`config.mk`:
```
export PLATFORM = sky130hd
export DESIGN_NAME = pfs_top
export DESIGN_NICKNAME = d
export VERILOG_FILES = /design/src/pfs_pkg.sv /design/src/pfs_pad_mux.sv /design/src/pfs_top.sv
export SDC_FILE = /design/constraint.sdc
export NUM_CORES = 1
export LEC_CHECK = 0
export BUFFER_PORTS_ARGS = -buffer_cell sky130_fd_sc_hd__buf_2
export CAP_MARGIN = 20
export CORE_AREA = 5 5 334 336
export CTS_CLUSTER_DIAMETER = 80
export DETAILED_ROUTE_END_ITERATION = 10
export DIE_AREA = 0 0 339 341
export GPL_TIMING_DRIVEN = 0
export SYNTH_ARGS = -nofsm -noshare
export SYNTH_HDL_FRONTEND = slang
export SYNTH_SLANG_ARGS = --single-unit
```
`constraint.sdc`:
```
create_clock -name aclk -period 6.1 [get_ports aclk]
set_clock_uncertainty 0.15 [all_clocks]
set_input_delay 0 -clock aclk [delete_from_list [all_inputs] [get_ports aclk]]
set_output_delay 0 -clock aclk [all_outputs]
set_load 0.02 [all_outputs]
```
`src/pfs_pkg.sv`:
```
// pfs_pkg: offsets, field positions, pad index map and reset values
// for the pad function and pull select block.
// assumes a 32-bit AXI4-Lite register bus with byte addresses.
package pfs_pkg;

	typedef enum logic [1:0] {PFS_FN_GPIO, PFS_FN_ALT1, PFS_FN_ALT2} pfs_func_type;

	localparam int          PFS_NPAD      = 52;
	localparam int          PFS_NPULL     = 64;
	localparam int          PFS_AW        = 8;

	localparam logic [7:0]  PFS_OFS_MUX   = 8'h24;
	localparam logic [7:0]  PFS_OFS_P0AB  = 8'h28;
	localparam logic [7:0]  PFS_OFS_P0CD  = 8'h2c;
	localparam logic [7:0]  PFS_OFS_P1AB  = 8'h30;
	localparam logic [7:0]  PFS_OFS_P1CD  = 8'h34;

	localparam logic [31:0] PFS_RST_MUX   = 32'h0000_0000;
	localparam logic [31:0] PFS_RST_PULL  = 32'h0000_0000;
	localparam logic [31:0] PFS_MUX_WMASK = 32'h007f_ffff;

	localparam logic [1:0]  PFS_RESP_OK   = 2'h0;
	localparam logic [1:0]  PFS_RESP_ERR  = 2'h2;

	localparam logic [1:0]  PFS_PULL_UP   = 2'h1;
	localparam logic [1:0]  PFS_PULL_DN   = 2'h2;

	// select bit positions in the mux register
	localparam int B_VIPCLK   = 0;
	localparam int B_I2S      = 1;
	localparam int B_VIP2     = 2;
	localparam int B_VIP3     = 3;
	localparam int B_HOST     = 4;
	localparam int B_LRCK     = 5;
	localparam int B_VSYNC    = 6;
	localparam int B_DEN      = 7;
	localparam int B_LCD18    = 8;
	localparam int B_LCD24    = 9;
	localparam int B_LCD16    = 10;
	localparam int B_PWM0     = 11;
	localparam int B_U0CTS    = 12;
	localparam int B_U0RTS    = 13;
	localparam int B_PWM3_LO  = 14;
	localparam int B_FCS1     = 16;
	localparam int B_FCS2     = 17;
	localparam int B_FCS3     = 18;
	localparam int B_TS       = 19;
	localparam int B_GPS_LO   = 20;
	localparam int B_VIP0     = 22;

	// pad index map
	localparam int P_P0D      = 0;
	localparam int P_P0C2     = 8;
	localparam int P_P0C0     = 14;
	localparam int P_P2HOST   = 16;
	localparam int P_P2I2S    = 30;
	localparam int P_ADC      = 35;
	localparam int P_VIP0     = 37;
	localparam int P_GPS      = 38;
	localparam int P_FCS1     = 39;
	localparam int P_FCS2     = 40;
	localparam int P_FCS3     = 41;
	localparam int P_PWM3     = 42;
	localparam int P_U0RTS    = 43;
	localparam int P_U0CTS    = 44;
	localparam int P_PWM0     = 45;
	localparam int P_DEN      = 46;
	localparam int P_VSYNC    = 47;
	localparam int P_LRCK     = 48;
	localparam int P_VIP3     = 49;
	localparam int P_VIP2     = 50;
	localparam int P_VIPCLK   = 51;

endpackage

```
`src/pfs_pad_mux.sv`:
```
// pfs_pad_mux: one shared pad steered between gpio and two alternates.
// assumes pad_in comes from a pin and code from same-clock logic.
`timescale 1ns/100ps
`default_nettype none
module pfs_pad_mux
	import pfs_pkg::*;
(
	// clock and reset
	input  wire logic         aclk,
	input  wire logic         aresetn,
	input  wire logic         ce,
	// selection
	input  wire pfs_func_type code,
	// pad side
	input  wire logic         pad_in,
	output logic              pad_out,
	output logic              pad_oe_n,
	// function side
	input  wire logic         gpio_out,
	input  wire logic         gpio_oe_n,
	input  wire logic         alt1_out,
	input  wire logic         alt1_oe_n,
	input  wire logic         alt2_out,
	input  wire logic         alt2_oe_n,
	output logic              gpio_in,
	output logic              alt1_in,
	output logic              alt2_in
);

	logic meta_r;
	logic sync_r;
	logic out_nxt;
	logic oe_n_nxt;

	// unselected functions see zero on their input, never a stale pad
	assign out_nxt  = (code == PFS_FN_ALT1) ? alt1_out :
	                  (code == PFS_FN_ALT2) ? alt2_out : gpio_out;
	assign oe_n_nxt = (code == PFS_FN_ALT1) ? alt1_oe_n :
	                  (code == PFS_FN_ALT2) ? alt2_oe_n : gpio_oe_n;

	always_ff @(posedge aclk) begin
		if (!aresetn) begin
			meta_r   <= 1'b0;
			sync_r   <= 1'b0;
			pad_out  <= 1'b0;
			pad_oe_n <= 1'b1;
			gpio_in  <= 1'b0;
			alt1_in  <= 1'b0;
			alt2_in  <= 1'b0;
		end else if (ce) begin
			meta_r   <= pad_in;
			sync_r   <= meta_r;
			pad_out  <= out_nxt;
			pad_oe_n <= oe_n_nxt;
			gpio_in  <= (code == PFS_FN_GPIO) & sync_r;
			alt1_in  <= (code == PFS_FN_ALT1) & sync_r;
			alt2_in  <= (code == PFS_FN_ALT2) & sync_r;
		end
	end

endmodule
`default_nettype wire

```
`src/pfs_top.sv`:
```
// pfs_top: pad function multiplexer and pull control behind AXI4-Lite.
// assumes one clock, synchronous reset, pads buffered outside.
//
// What this block does
// [RULE1] bit 10: port0 D pads to lcd data 8-15
// [RULE2] bit 9: port0 C2-C7 to lcd data 18-23
// [RULE3] bit 8: port0 C0-C1 to lcd data 16-17
// [RULE4] bit 4: port2 lines 0-13 to host port
// [RULE5] bit 1 inverted: zero gives i2s pads
// [RULE6] bit 19: adc I[9:8] or stream flags
// [RULE7] 0x28 pulls port0 A0-B7, two bits each
// [RULE8] 0x2c pulls port0 C0-D7, D0 at 16
// [RULE9] 0x30 pulls port1 A0-B7, B7 on top
// [RULE10] 0x34 pulls port1 C0-D7, resets to zero
// [RULE11] single select bits: zero gpio, one alternate
// [RULE12] two-bit selects: 00 gpio, 01 first, 10 second
// [RULE13] after reset every pad is gpio input; the code leaves pads 30-36 on their first alternate
//
// The AXI4-Lite slave port was left to the implementer.
`timescale 1ns/100ps
`default_nettype none
module pfs_top
	import pfs_pkg::*;
(
	// clock, reset, enable
	input  wire logic                 aclk,
	input  wire logic                 aresetn,
	input  wire logic                 ce,
	// axi4-lite write address
	input  wire logic [PFS_AW-1:0]    s_axi_awaddr,
	input  wire logic [2:0]           s_axi_awprot,
	input  wire logic                 s_axi_awvalid,
	output logic                      s_axi_awready,
	// axi4-lite write data
	input  wire logic [31:0]          s_axi_wdata,
	input  wire logic [3:0]           s_axi_wstrb,
	input  wire logic                 s_axi_wvalid,
	output logic                      s_axi_wready,
	// axi4-lite write response
	output logic [1:0]                s_axi_bresp,
	output logic                      s_axi_bvalid,
	input  wire logic                 s_axi_bready,
	// axi4-lite read address
	input  wire logic [PFS_AW-1:0]    s_axi_araddr,
	input  wire logic [2:0]           s_axi_arprot,
	input  wire logic                 s_axi_arvalid,
	output logic                      s_axi_arready,
	// axi4-lite read data
	output logic [31:0]               s_axi_rdata,
	output logic [1:0]                s_axi_rresp,
	output logic                      s_axi_rvalid,
	input  wire logic                 s_axi_rready,
	// shared pads
	input  wire logic [PFS_NPAD-1:0]  pad_in,
	output logic [PFS_NPAD-1:0]       pad_out,
	output logic [PFS_NPAD-1:0]       pad_oe_n,
	// gpio function per pad
	input  wire logic [PFS_NPAD-1:0]  gpio_out,
	input  wire logic [PFS_NPAD-1:0]  gpio_oe_n,
	output logic [PFS_NPAD-1:0]       gpio_in,
	// first alternate per pad
	input  wire logic [PFS_NPAD-1:0]  alt1_out,
	input  wire logic [PFS_NPAD-1:0]  alt1_oe_n,
	output logic [PFS_NPAD-1:0]       alt1_in,
	// second alternate per pad
	input  wire logic [PFS_NPAD-1:0]  alt2_out,
	input  wire logic [PFS_NPAD-1:0]  alt2_oe_n,
	output logic [PFS_NPAD-1:0]       alt2_in,
	// pull controls, port0 A0..D7 then port1 A0..D7
	output logic [PFS_NPULL-1:0]      pull_up_en,
	output logic [PFS_NPULL-1:0]      pull_down_en
);

	// register state
	logic [31:0]       mux_r;
	logic [31:0]       pull_r [4];
	logic [31:0]       mux_nxt;
	logic [31:0]       pull_nxt [4];

	// write channel state
	logic              aw_held_r;
	logic              w_held_r;
	logic [PFS_AW-1:0] awaddr_r;
	logic [31:0]       wdata_r;
	logic [3:0]        wstrb_r;

	// read channel state
	logic [31:0]       rdata_nxt;
	logic [1:0]        rresp_nxt;

	// decode wires
	logic              wr_fire;
	logic [PFS_AW-1:0] wr_addr;
	logic [31:0]       wr_data;
	logic [3:0]        wr_strb;
	logic [31:0]       wr_mask;
	logic              wr_mux;
	logic [3:0]        wr_pull;
	logic              wr_hit;
	logic              rd_fire;
	logic              rd_mux;
	logic [3:0]        rd_pull;
	logic              rd_hit;

	// per-pad function codes
	pfs_func_type      code [PFS_NPAD];

	// write address and data may arrive in either order; each is held
	// until its partner shows, then the write and response happen together
	assign s_axi_awready = !aw_held_r && !s_axi_bvalid;
	assign s_axi_wready  = !w_held_r && !s_axi_bvalid;

	assign wr_addr = aw_held_r ? awaddr_r : s_axi_awaddr;
	assign wr_data = w_held_r ? wdata_r : s_axi_wdata;
	assign wr_strb = w_held_r ? wstrb_r : s_axi_wstrb;
	assign wr_fire = ce && !s_axi_bvalid
	               && (aw_held_r || s_axi_awvalid)
	               && (w_held_r || s_axi_wvalid);

	assign wr_mask = {{8{wr_strb[3]}}, {8{wr_strb[2]}},
	                  {8{wr_strb[1]}}, {8{wr_strb[0]}}};

	assign wr_mux     = wr_addr == PFS_OFS_MUX;
	assign wr_pull[0] = wr_addr == PFS_OFS_P0AB;
	assign wr_pull[1] = wr_addr == PFS_OFS_P0CD;
	assign wr_pull[2] = wr_addr == PFS_OFS_P1AB;
	assign wr_pull[3] = wr_addr == PFS_OFS_P1CD;
	assign wr_hit     = wr_mux || (|wr_pull);

	// upper mux bits belong to another block: they read back as zero
	assign mux_nxt = (mux_r & ~(wr_mask & PFS_MUX_WMASK))
	               | (wr_data & wr_mask & PFS_MUX_WMASK);

	genvar g;
	generate
		for (g = 0; g < 4; g++) begin : g_pull_nxt
			assign pull_nxt[g] = (pull_r[g] & ~wr_mask) | (wr_data & wr_mask);
		end
	endgenerate

	always_ff @(posedge aclk) begin
		if (!aresetn) begin
			aw_held_r <= 1'b0;
			w_held_r  <= 1'b0;
			awaddr_r  <= '0;
			wdata_r   <= '0;
			wstrb_r   <= '0;
		end else if (ce) begin
			if (wr_fire) begin
				aw_held_r <= 1'b0;
				w_held_r  <= 1'b0;
			end else begin
				if (s_axi_awvalid && s_axi_awready) begin
					aw_held_r <= 1'b1;
					awaddr_r  <= s_axi_awaddr;
				end
				if (s_axi_wvalid && s_axi_wready) begin
					w_held_r <= 1'b1;
					wdata_r  <= s_axi_wdata;
					wstrb_r  <= s_axi_wstrb;
				end
			end
		end
	end

	always_ff @(posedge aclk) begin
		if (!aresetn) begin
			s_axi_bvalid <= 1'b0;
			s_axi_bresp  <= PFS_RESP_OK;
		end else if (ce) begin
			if (wr_fire) begin
				s_axi_bvalid <= 1'b1;
				s_axi_bresp  <= wr_hit ? PFS_RESP_OK : PFS_RESP_ERR;
			end else if (s_axi_bready) begin
				s_axi_bvalid <= 1'b0;
			end
		end
	end

	// everything resets to zero, so all pads but 30-36 start as gpio inputs; those start on their first alternate
	always_ff @(posedge aclk) begin
		if (!aresetn) begin
			mux_r <= PFS_RST_MUX; // see [RULE13]
		end else if (ce && wr_fire && wr_mux) begin
			mux_r <= mux_nxt;
		end
	end

	generate
		for (g = 0; g < 4; g++) begin : g_pull_reg
			always_ff @(posedge aclk) begin
				if (!aresetn) begin
					pull_r[g] <= PFS_RST_PULL; // see [RULE10]
				end else if (ce && wr_fire && wr_pull[g]) begin
					pull_r[g] <= pull_nxt[g];
				end
			end
		end
	endgenerate

	// reads: one outstanding, data registered
	assign s_axi_arready = !s_axi_rvalid;
	assign rd_fire       = ce && s_axi_arvalid && s_axi_arready;

	assign rd_mux     = s_axi_araddr == PFS_OFS_MUX;
	assign rd_pull[0] = s_axi_araddr == PFS_OFS_P0AB;
	assign rd_pull[1] = s_axi_araddr == PFS_OFS_P0CD;
	assign rd_pull[2] = s_axi_araddr == PFS_OFS_P1AB;
	assign rd_pull[3] = s_axi_araddr == PFS_OFS_P1CD;
	assign rd_hit     = rd_mux || (|rd_pull);

	assign rdata_nxt = rd_mux     ? (mux_r & PFS_MUX_WMASK) :
	                   rd_pull[0] ? pull_r[0] :
	                   rd_pull[1] ? pull_r[1] :
	                   rd_pull[2] ? pull_r[2] :
	                   rd_pull[3] ? pull_r[3] : 32'h0000_0000;
	assign rresp_nxt = rd_hit ? PFS_RESP_OK : PFS_RESP_ERR;

	always_ff @(posedge aclk) begin
		if (!aresetn) begin
			s_axi_rvalid <= 1'b0;
			s_axi_rdata  <= 32'h0000_0000;
			s_axi_rresp  <= PFS_RESP_OK;
		end else if (ce) begin
			if (rd_fire) begin
				s_axi_rvalid <= 1'b1;
				s_axi_rdata  <= rdata_nxt;
				s_axi_rresp  <= rresp_nxt;
			end else if (s_axi_rready) begin
				s_axi_rvalid <= 1'b0;
			end
		end
	end

	// single select bit to a function code
	function automatic pfs_func_type sel1(input logic b);
		return b ? PFS_FN_ALT1 : PFS_FN_GPIO;
	endfunction

	// two-bit select field; the unlisted code 11 falls back to gpio
	function automatic pfs_func_type sel2(input logic [1:0] f);
		pfs_func_type c;
		c = PFS_FN_GPIO;
		unique case (f)
			2'h0: c = PFS_FN_GPIO;
			2'h1: c = PFS_FN_ALT1;
			2'h2: c = PFS_FN_ALT2;
			default: c = PFS_FN_GPIO;
		endcase
		return c;
	endfunction

	// pad index to function code; groups share one select bit
	function automatic pfs_func_type pad_code(input int i, input logic [31:0] m);
		pfs_func_type c;
		c = PFS_FN_GPIO;
		if (i < P_P0C2) begin
			c = sel1(m[B_LCD16]); // see [RULE1]
		end else if (i < P_P0C0) begin
			c = sel1(m[B_LCD24]); // see [RULE2]
		end else if (i < P_P2HOST) begin
			c = sel1(m[B_LCD18]); // see [RULE3]
		end else if (i < P_P2I2S) begin
			c = sel1(m[B_HOST]); // see [RULE4]
		end else if (i < P_ADC) begin
			c = sel1(!m[B_I2S]); // see [RULE5]
		end else if (i < P_VIP0) begin
			// these two pads have no gpio: adc data or stream flags
			c = m[B_TS] ? PFS_FN_ALT2 : PFS_FN_ALT1; // see [RULE6]
		end else if (i == P_GPS) begin
			c = sel2(m[B_GPS_LO+:2]); // see [RULE12]
		end else if (i == P_PWM3) begin
			c = sel2(m[B_PWM3_LO+:2]); // see [RULE12]
		end else begin
			unique case (i)
				P_VIP0:   c = sel1(m[B_VIP0]); // see [RULE11]
				P_FCS1:   c = sel1(m[B_FCS1]);
				P_FCS2:   c = sel1(m[B_FCS2]);
				P_FCS3:   c = sel1(m[B_FCS3]);
				P_U0RTS:  c = sel1(m[B_U0RTS]);
				P_U0CTS:  c = sel1(m[B_U0CTS]);
				P_PWM0:   c = sel1(m[B_PWM0]);
				P_DEN:    c = sel1(m[B_DEN]);
				P_VSYNC:  c = sel1(m[B_VSYNC]);
				P_LRCK:   c = sel1(m[B_LRCK]);
				P_VIP3:   c = sel1(m[B_VIP3]);
				P_VIP2:   c = sel1(m[B_VIP2]);
				P_VIPCLK: c = sel1(m[B_VIPCLK]);
				default:  c = PFS_FN_GPIO;
			endcase
		end
		return c;
	endfunction

	// one mux per pad; the pad path is registered, so a select change
	// reaches the pin one cycle after the register write
	generate
		for (g = 0; g < PFS_NPAD; g++) begin : g_pad
			assign code[g] = pad_code(g, mux_r);
			pfs_pad_mux u_mux (
				.aclk      (aclk),
				.aresetn   (aresetn),
				.ce        (ce),
				.code      (code[g]),
				.pad_in    (pad_in[g]),
				.pad_out   (pad_out[g]),
				.pad_oe_n  (pad_oe_n[g]),
				.gpio_out  (gpio_out[g]),
				.gpio_oe_n (gpio_oe_n[g]),
				.alt1_out  (alt1_out[g]),
				.alt1_oe_n (alt1_oe_n[g]),
				.alt2_out  (alt2_out[g]),
				.alt2_oe_n (alt2_oe_n[g]),
				.gpio_in   (gpio_in[g]),
				.alt1_in   (alt1_in[g]),
				.alt2_in   (alt2_in[g])
			);
		end
	endgenerate

	// pull fields: 16 pads per register, pad k at bits 2k+1:2k;
	// reserved code 11 enables neither pull so the pad never fights itself
	generate
		for (g = 0; g < PFS_NPULL; g++) begin : g_pull
			logic [1:0] fld;
			assign fld = pull_r[g / 16][2 * (g % 16) +: 2]; // see [RULE7] [RULE8] [RULE9]
			always_ff @(posedge aclk) begin
				if (!aresetn) begin
					pull_up_en[g]   <= 1'b0;
					pull_down_en[g] <= 1'b0;
				end else if (ce) begin
					pull_up_en[g]   <= fld == PFS_PULL_UP;
					pull_down_en[g] <= fld == PFS_PULL_DN;
				end
			end
		end
	endgenerate

	// prot bits carry no meaning here
	logic unused_prot;
	assign unused_prot = ^{s_axi_awprot, s_axi_arprot};

endmodule
`default_nettype wire

```
==> results.md <==
| Step | Parameter | Value |
|---|---|---|
| critical path | Cell with the most instances on the worst path | sky130_fd_sc_hd__buf_2 |
| logic synthesis | Commonest cells post-synth | sky130_fd_sc_hd__dfxtp_1, sky130_fd_sc_hd__nand2_1, sky130_fd_sc_hd__nor2b_1 |
| clocking | Number of buffers between clock root and the deepest sink | 3 |
| critical path | Critical path startpoint category | primary input |
| clocking | Total CTS buffers | 81 |
| sta | Hold slack | 0.0422 ns |
| clocking | Cts repair resizes | 0 |
| sta | Worst slew slack as a fraction of its limit | 25.1% |
| placed design | Final HPWL DP | 111 mm |
| logic synthesis | Number of storage elements in the synthesis netlist | 675 |
| route | Routed length on met2 | 69.1 mm |
| logic synthesis | Fraction of post-synthesis cell area in the top cell type by area | 34.4% |
| logic synthesis | Number of flops mapped to enable cells by yosys | 128 |
| layout | Fin cells | 6137 |
| logic synthesis | Number of warning messages in the yosys log | 0 |
| hold path | Number of instances on the worst hold path | 4 |
| floorplan | Ports placed on the boundary | 859 |
| sta | Final hold viol count | 0 |
| placed design | Global placement routability congestion | 0.917 |
| outcome | Outcome | complete, no violations |
| power and ir drop | P per Cell Area | 254 mW/mm² |
| critical path | CP required | 6.46 ns |
| sta | Finish-stage setup viols | 0 |
| floorplan | Core Region | 0.108 mm² |
| power and ir drop | Leak pwr | 18.8 nW |
| route | Via Count | 29976 |
| placed design | Buffers added on ports | 697 |
| critical path | Arrival time at the worst endpoint | 3.64 ns |
| sta | Final setup TNS | 0 ns |
| logic synthesis | Sequential cell area fraction in the yosys report | 46.5% |
| clocking | H-Tree Depth | 3 |
| logic synthesis | Unique cell type count in the Yosys netlist | 66 |
| layout | Area overhead of the layout relative to synthesis | 39.3% |
| hold path | Worst hold path startpoint | pad_in[3] |
| sta | RSZ-0062 raised after global routing | false |
| critical path | Depth of the worst register-to-register path | 6 |
| global route | Overall global routing resource usage | 24.0% |
| placed design | Inst Count DP | 5570 |
| critical path | Slowest stage cell, crit path | sky130_fd_sc_hd__dlygate4sd3_1 |
| global route | Vias in the first global route | 30116 |
| critical path | Setup CP Type | primary input to flip-flop |
| floorplan | Number of placement rows | 121 |
| route | Residual DRC | 0 |
| clocking | CTS Root Cell | sky130_fd_sc_hd__clkbuf_16 |
| clocking | Clk_lat worst skew | 0.65 ns |
| global route | Number of antenna violations at the first check in global routing | 9 |
| route | Wire length on met1 | 57.0 mm |
| route | Met3 wirelength from detailed routing | 11.2 mm |
| logic synthesis | Cell types with the largest area share after synthesis | sky130_fd_sc_hd__dfxtp_1, sky130_fd_sc_hd__edfxtp_1, sky130_fd_sc_hd__mux2i_1 |
| route | Post-route ant nets | 0 |
| global route | Remaining Overflow, GRT | 0 |
| critical path | Type of element capturing the critical path | flip-flop |
| critical path | Largest driver fanout on the critical path | 10 |
| sta | Final min period | 3.29 ns |
| route | Count of TritonRoute iterations in the first routing pass | 6 |
| critical path | Worst-case register-to-register setup slack | 2.91 ns |
| clocking | CTS tree | done |
| route | Drt wl/cell | 23.7 µm |
| critical path | Capture point of the worst reg-to-reg path | g_pad[3].u_mux.pad_out$_SDFFE_PN0P_ |
| floorplan | Floorplan die width | 339 µm |
| route | Number of DRC markers after the initial detailed-route iteration | 2288 |
| sta | Max-slew violations | 0 |
| route | Top Layer Used | met4 |
| floorplan | Floorplan die area | 0.116 mm² |
| hold path | Class of the most critical hold timing path | primary input to flip-flop |
| logic synthesis | Average instance area after synthesis | 9.37 µm² |
| critical path | Cells along the critical path | buf_2, buf_2, buf_2, clkbuf_1, buf_2, o211ai_1, dlygate4sd3_1, o21ai_0, nand2_1 |
| critical path | Worst path max stage delay | 0.67 ns |
| power and ir drop | VDD IR max | 0.000208 V |
| logic synthesis | Instance count of the mapped netlist | 3398 |
| logic synthesis | FFs w/ async S/R, synth | 0% |
| clocking | Clk sinks | 675 |
| logic synthesis | Main flop type after synthesis | sky130_fd_sc_hd__dfxtp_1 |
| job | Max-cap viol count | 0 |
| logic synthesis | Most frequent cell after synthesis | sky130_fd_sc_hd__dfxtp_1 |
| layout | Final nets | 5087 |
| sta | Final setup margin | 2.81 ns |
| power and ir drop | PnR Total Power | 11.3 mW |
| global route | Maximum number of pins on one net before global-route repair | 33 |
| sta | Max frequency | 304 MHz |
| clocking | Post-CTS clock slew at the launch and capture registers of the worst setup and hold paths | 0.06 ns |
| layout | Fraction of final layout cells sized beyond drive strength 1 | 26.3% |
| route | Vias per inst | 4.88 |
| floorplan | Die span in y | 341 µm |
| sta | Post-route fraction of the period consumed by the critical path | 53.9% |
| hold path | Worst Hold Endpoint | g_pad[3].u_mux.meta_r$_SDFFE_PN0P_ |
| placed design | Setup Slack @ Placement | 2.09 ns |
| sta | Worst-margin pin slew | 1.12 ns |
| logic synthesis | Cell area after technology mapping | 0.0318 mm² |
| route | Routed wire length | 146 mm |
| global route | First-pass GRT wire length | 206 mm |
| logic synthesis | Synth area leader | sky130_fd_sc_hd__dfxtp_1 |
| floorplan | Starting density of the core | 29.4% |
stage by stage:
step	util, %	instance area, µm²
after floorplan	-	32000
after global placement	34.5	37300
after detailed placement	34.6	37500
after CTS	40.9	44300
after global routing	41.0	44400
final	41.0	44400
worst max-delay path: cells and delay by family:
family,cells,cell delay [ns]
AND/OR/NAND/NOR,1,0.06
buffers and inverters,6,3.21
AO/OA/AOI/OAI,2,0.34
per-layer routing:
layer / vias up / GRT usage (%)
met2: 1322 / 40.7
met4: 0 / 12.6
met3: 313 / 6.01
met1: 14467 / 28.1
li1: 13874 / -
met5: - / 0
worst max path at each step:
stage                                      start                                    end  slack [ns]  cells past startpoint
final                                         ce  g_pad[42].u_mux.pad_oe_n$_SDFFE_PN1P_        2.81                      9
after global routing                     aresetn            pull_r[1][23]$_SDFFCE_PN0P_        2.68                      5
after CTS                                     ce  g_pad[42].u_mux.pad_oe_n$_SDFFE_PN1P_        2.77                      9
after detailed placement                 aresetn            pull_r[1][29]$_SDFFCE_PN0P_        2.09                      5
after global placement                   aresetn            pull_r[3][27]$_SDFFCE_PN0P_       -0.17                      5
after floorplan           aw_held_r$_SDFFE_PN0P_             pull_r[3][0]$_SDFFCE_PN0P_        1.95                      6
placed cells by master, fill, tap and decap left out, drive strengths merged, types with 101 or more instances in the layout:
cell | Yosys | routed
nor2b | 274 | 274
dlygate4sd3 | 0 | 409
nor2 | 128 | 128
dfxtp | 547 | 547
nand3b | 101 | 101
buf | 341 | 1053
nand2 | 381 | 381
a21oi | 130 | 130
clkbuf | 178 | 289
edfxtp | 128 | 128
mux2i | 242 | 242
a21boi | 142 | 142
nand2b | 114 | 114
what timing repair did:
| item | CTS | global route |
|---|---|---|
| hold endpoints to repair | 394 | 0 |
| hold buffers | 409 | 0 |
| endpoints found under the setup margin | 0 | 0 |
| buffers inserted | 0 | 0 |
logic make-up after synthesis:
group           Yosys count  share of synthesized area (%)
mux                     259                           8.21
compound gates          610                           13.4
fa+ha+maj                 4                          0.157
simple gates           1251                           21.3
flops                   675                           46.5
buf+inv                 598                           10.5
other cells               1                         0.0118
state kept, by name (all words and copies together), names as in the netlist, 50 cells and up, named ones only:
name / cells
pull_down_en: 64
g_pad.u_mux.alt1_in: 52
g_pad.u_mux.pad_oe_n: 52
g_pad.u_mux.gpio_in: 50
g_pad.u_mux.sync_r: 52
g_pad.u_mux.pad_out: 52
pull_up_en: 64
pull_r: 128
g_pad.u_mux.meta_r: 52
power by group:
part           total, mW  switching [mW]  internal (mW)
combinational       1.51           0.868          0.645
sequential          4.83           0.125           4.70
clock               4.95            2.05           2.90
total               11.3            3.05           8.24
cell type report:
type,instances,area (µm²)
flip-flops and latches,675,14800
inverters,79,297
well taps,1414,1770
clock buffers,111,2320
clock inverters,35,364
fillers,10626,63900
multi-input cells,2176,14000
diodes,7,17.5
plain buffers,519,3040
repair buffers,1121,7780
No activity file was read; power rests on OpenSTA's default activity.
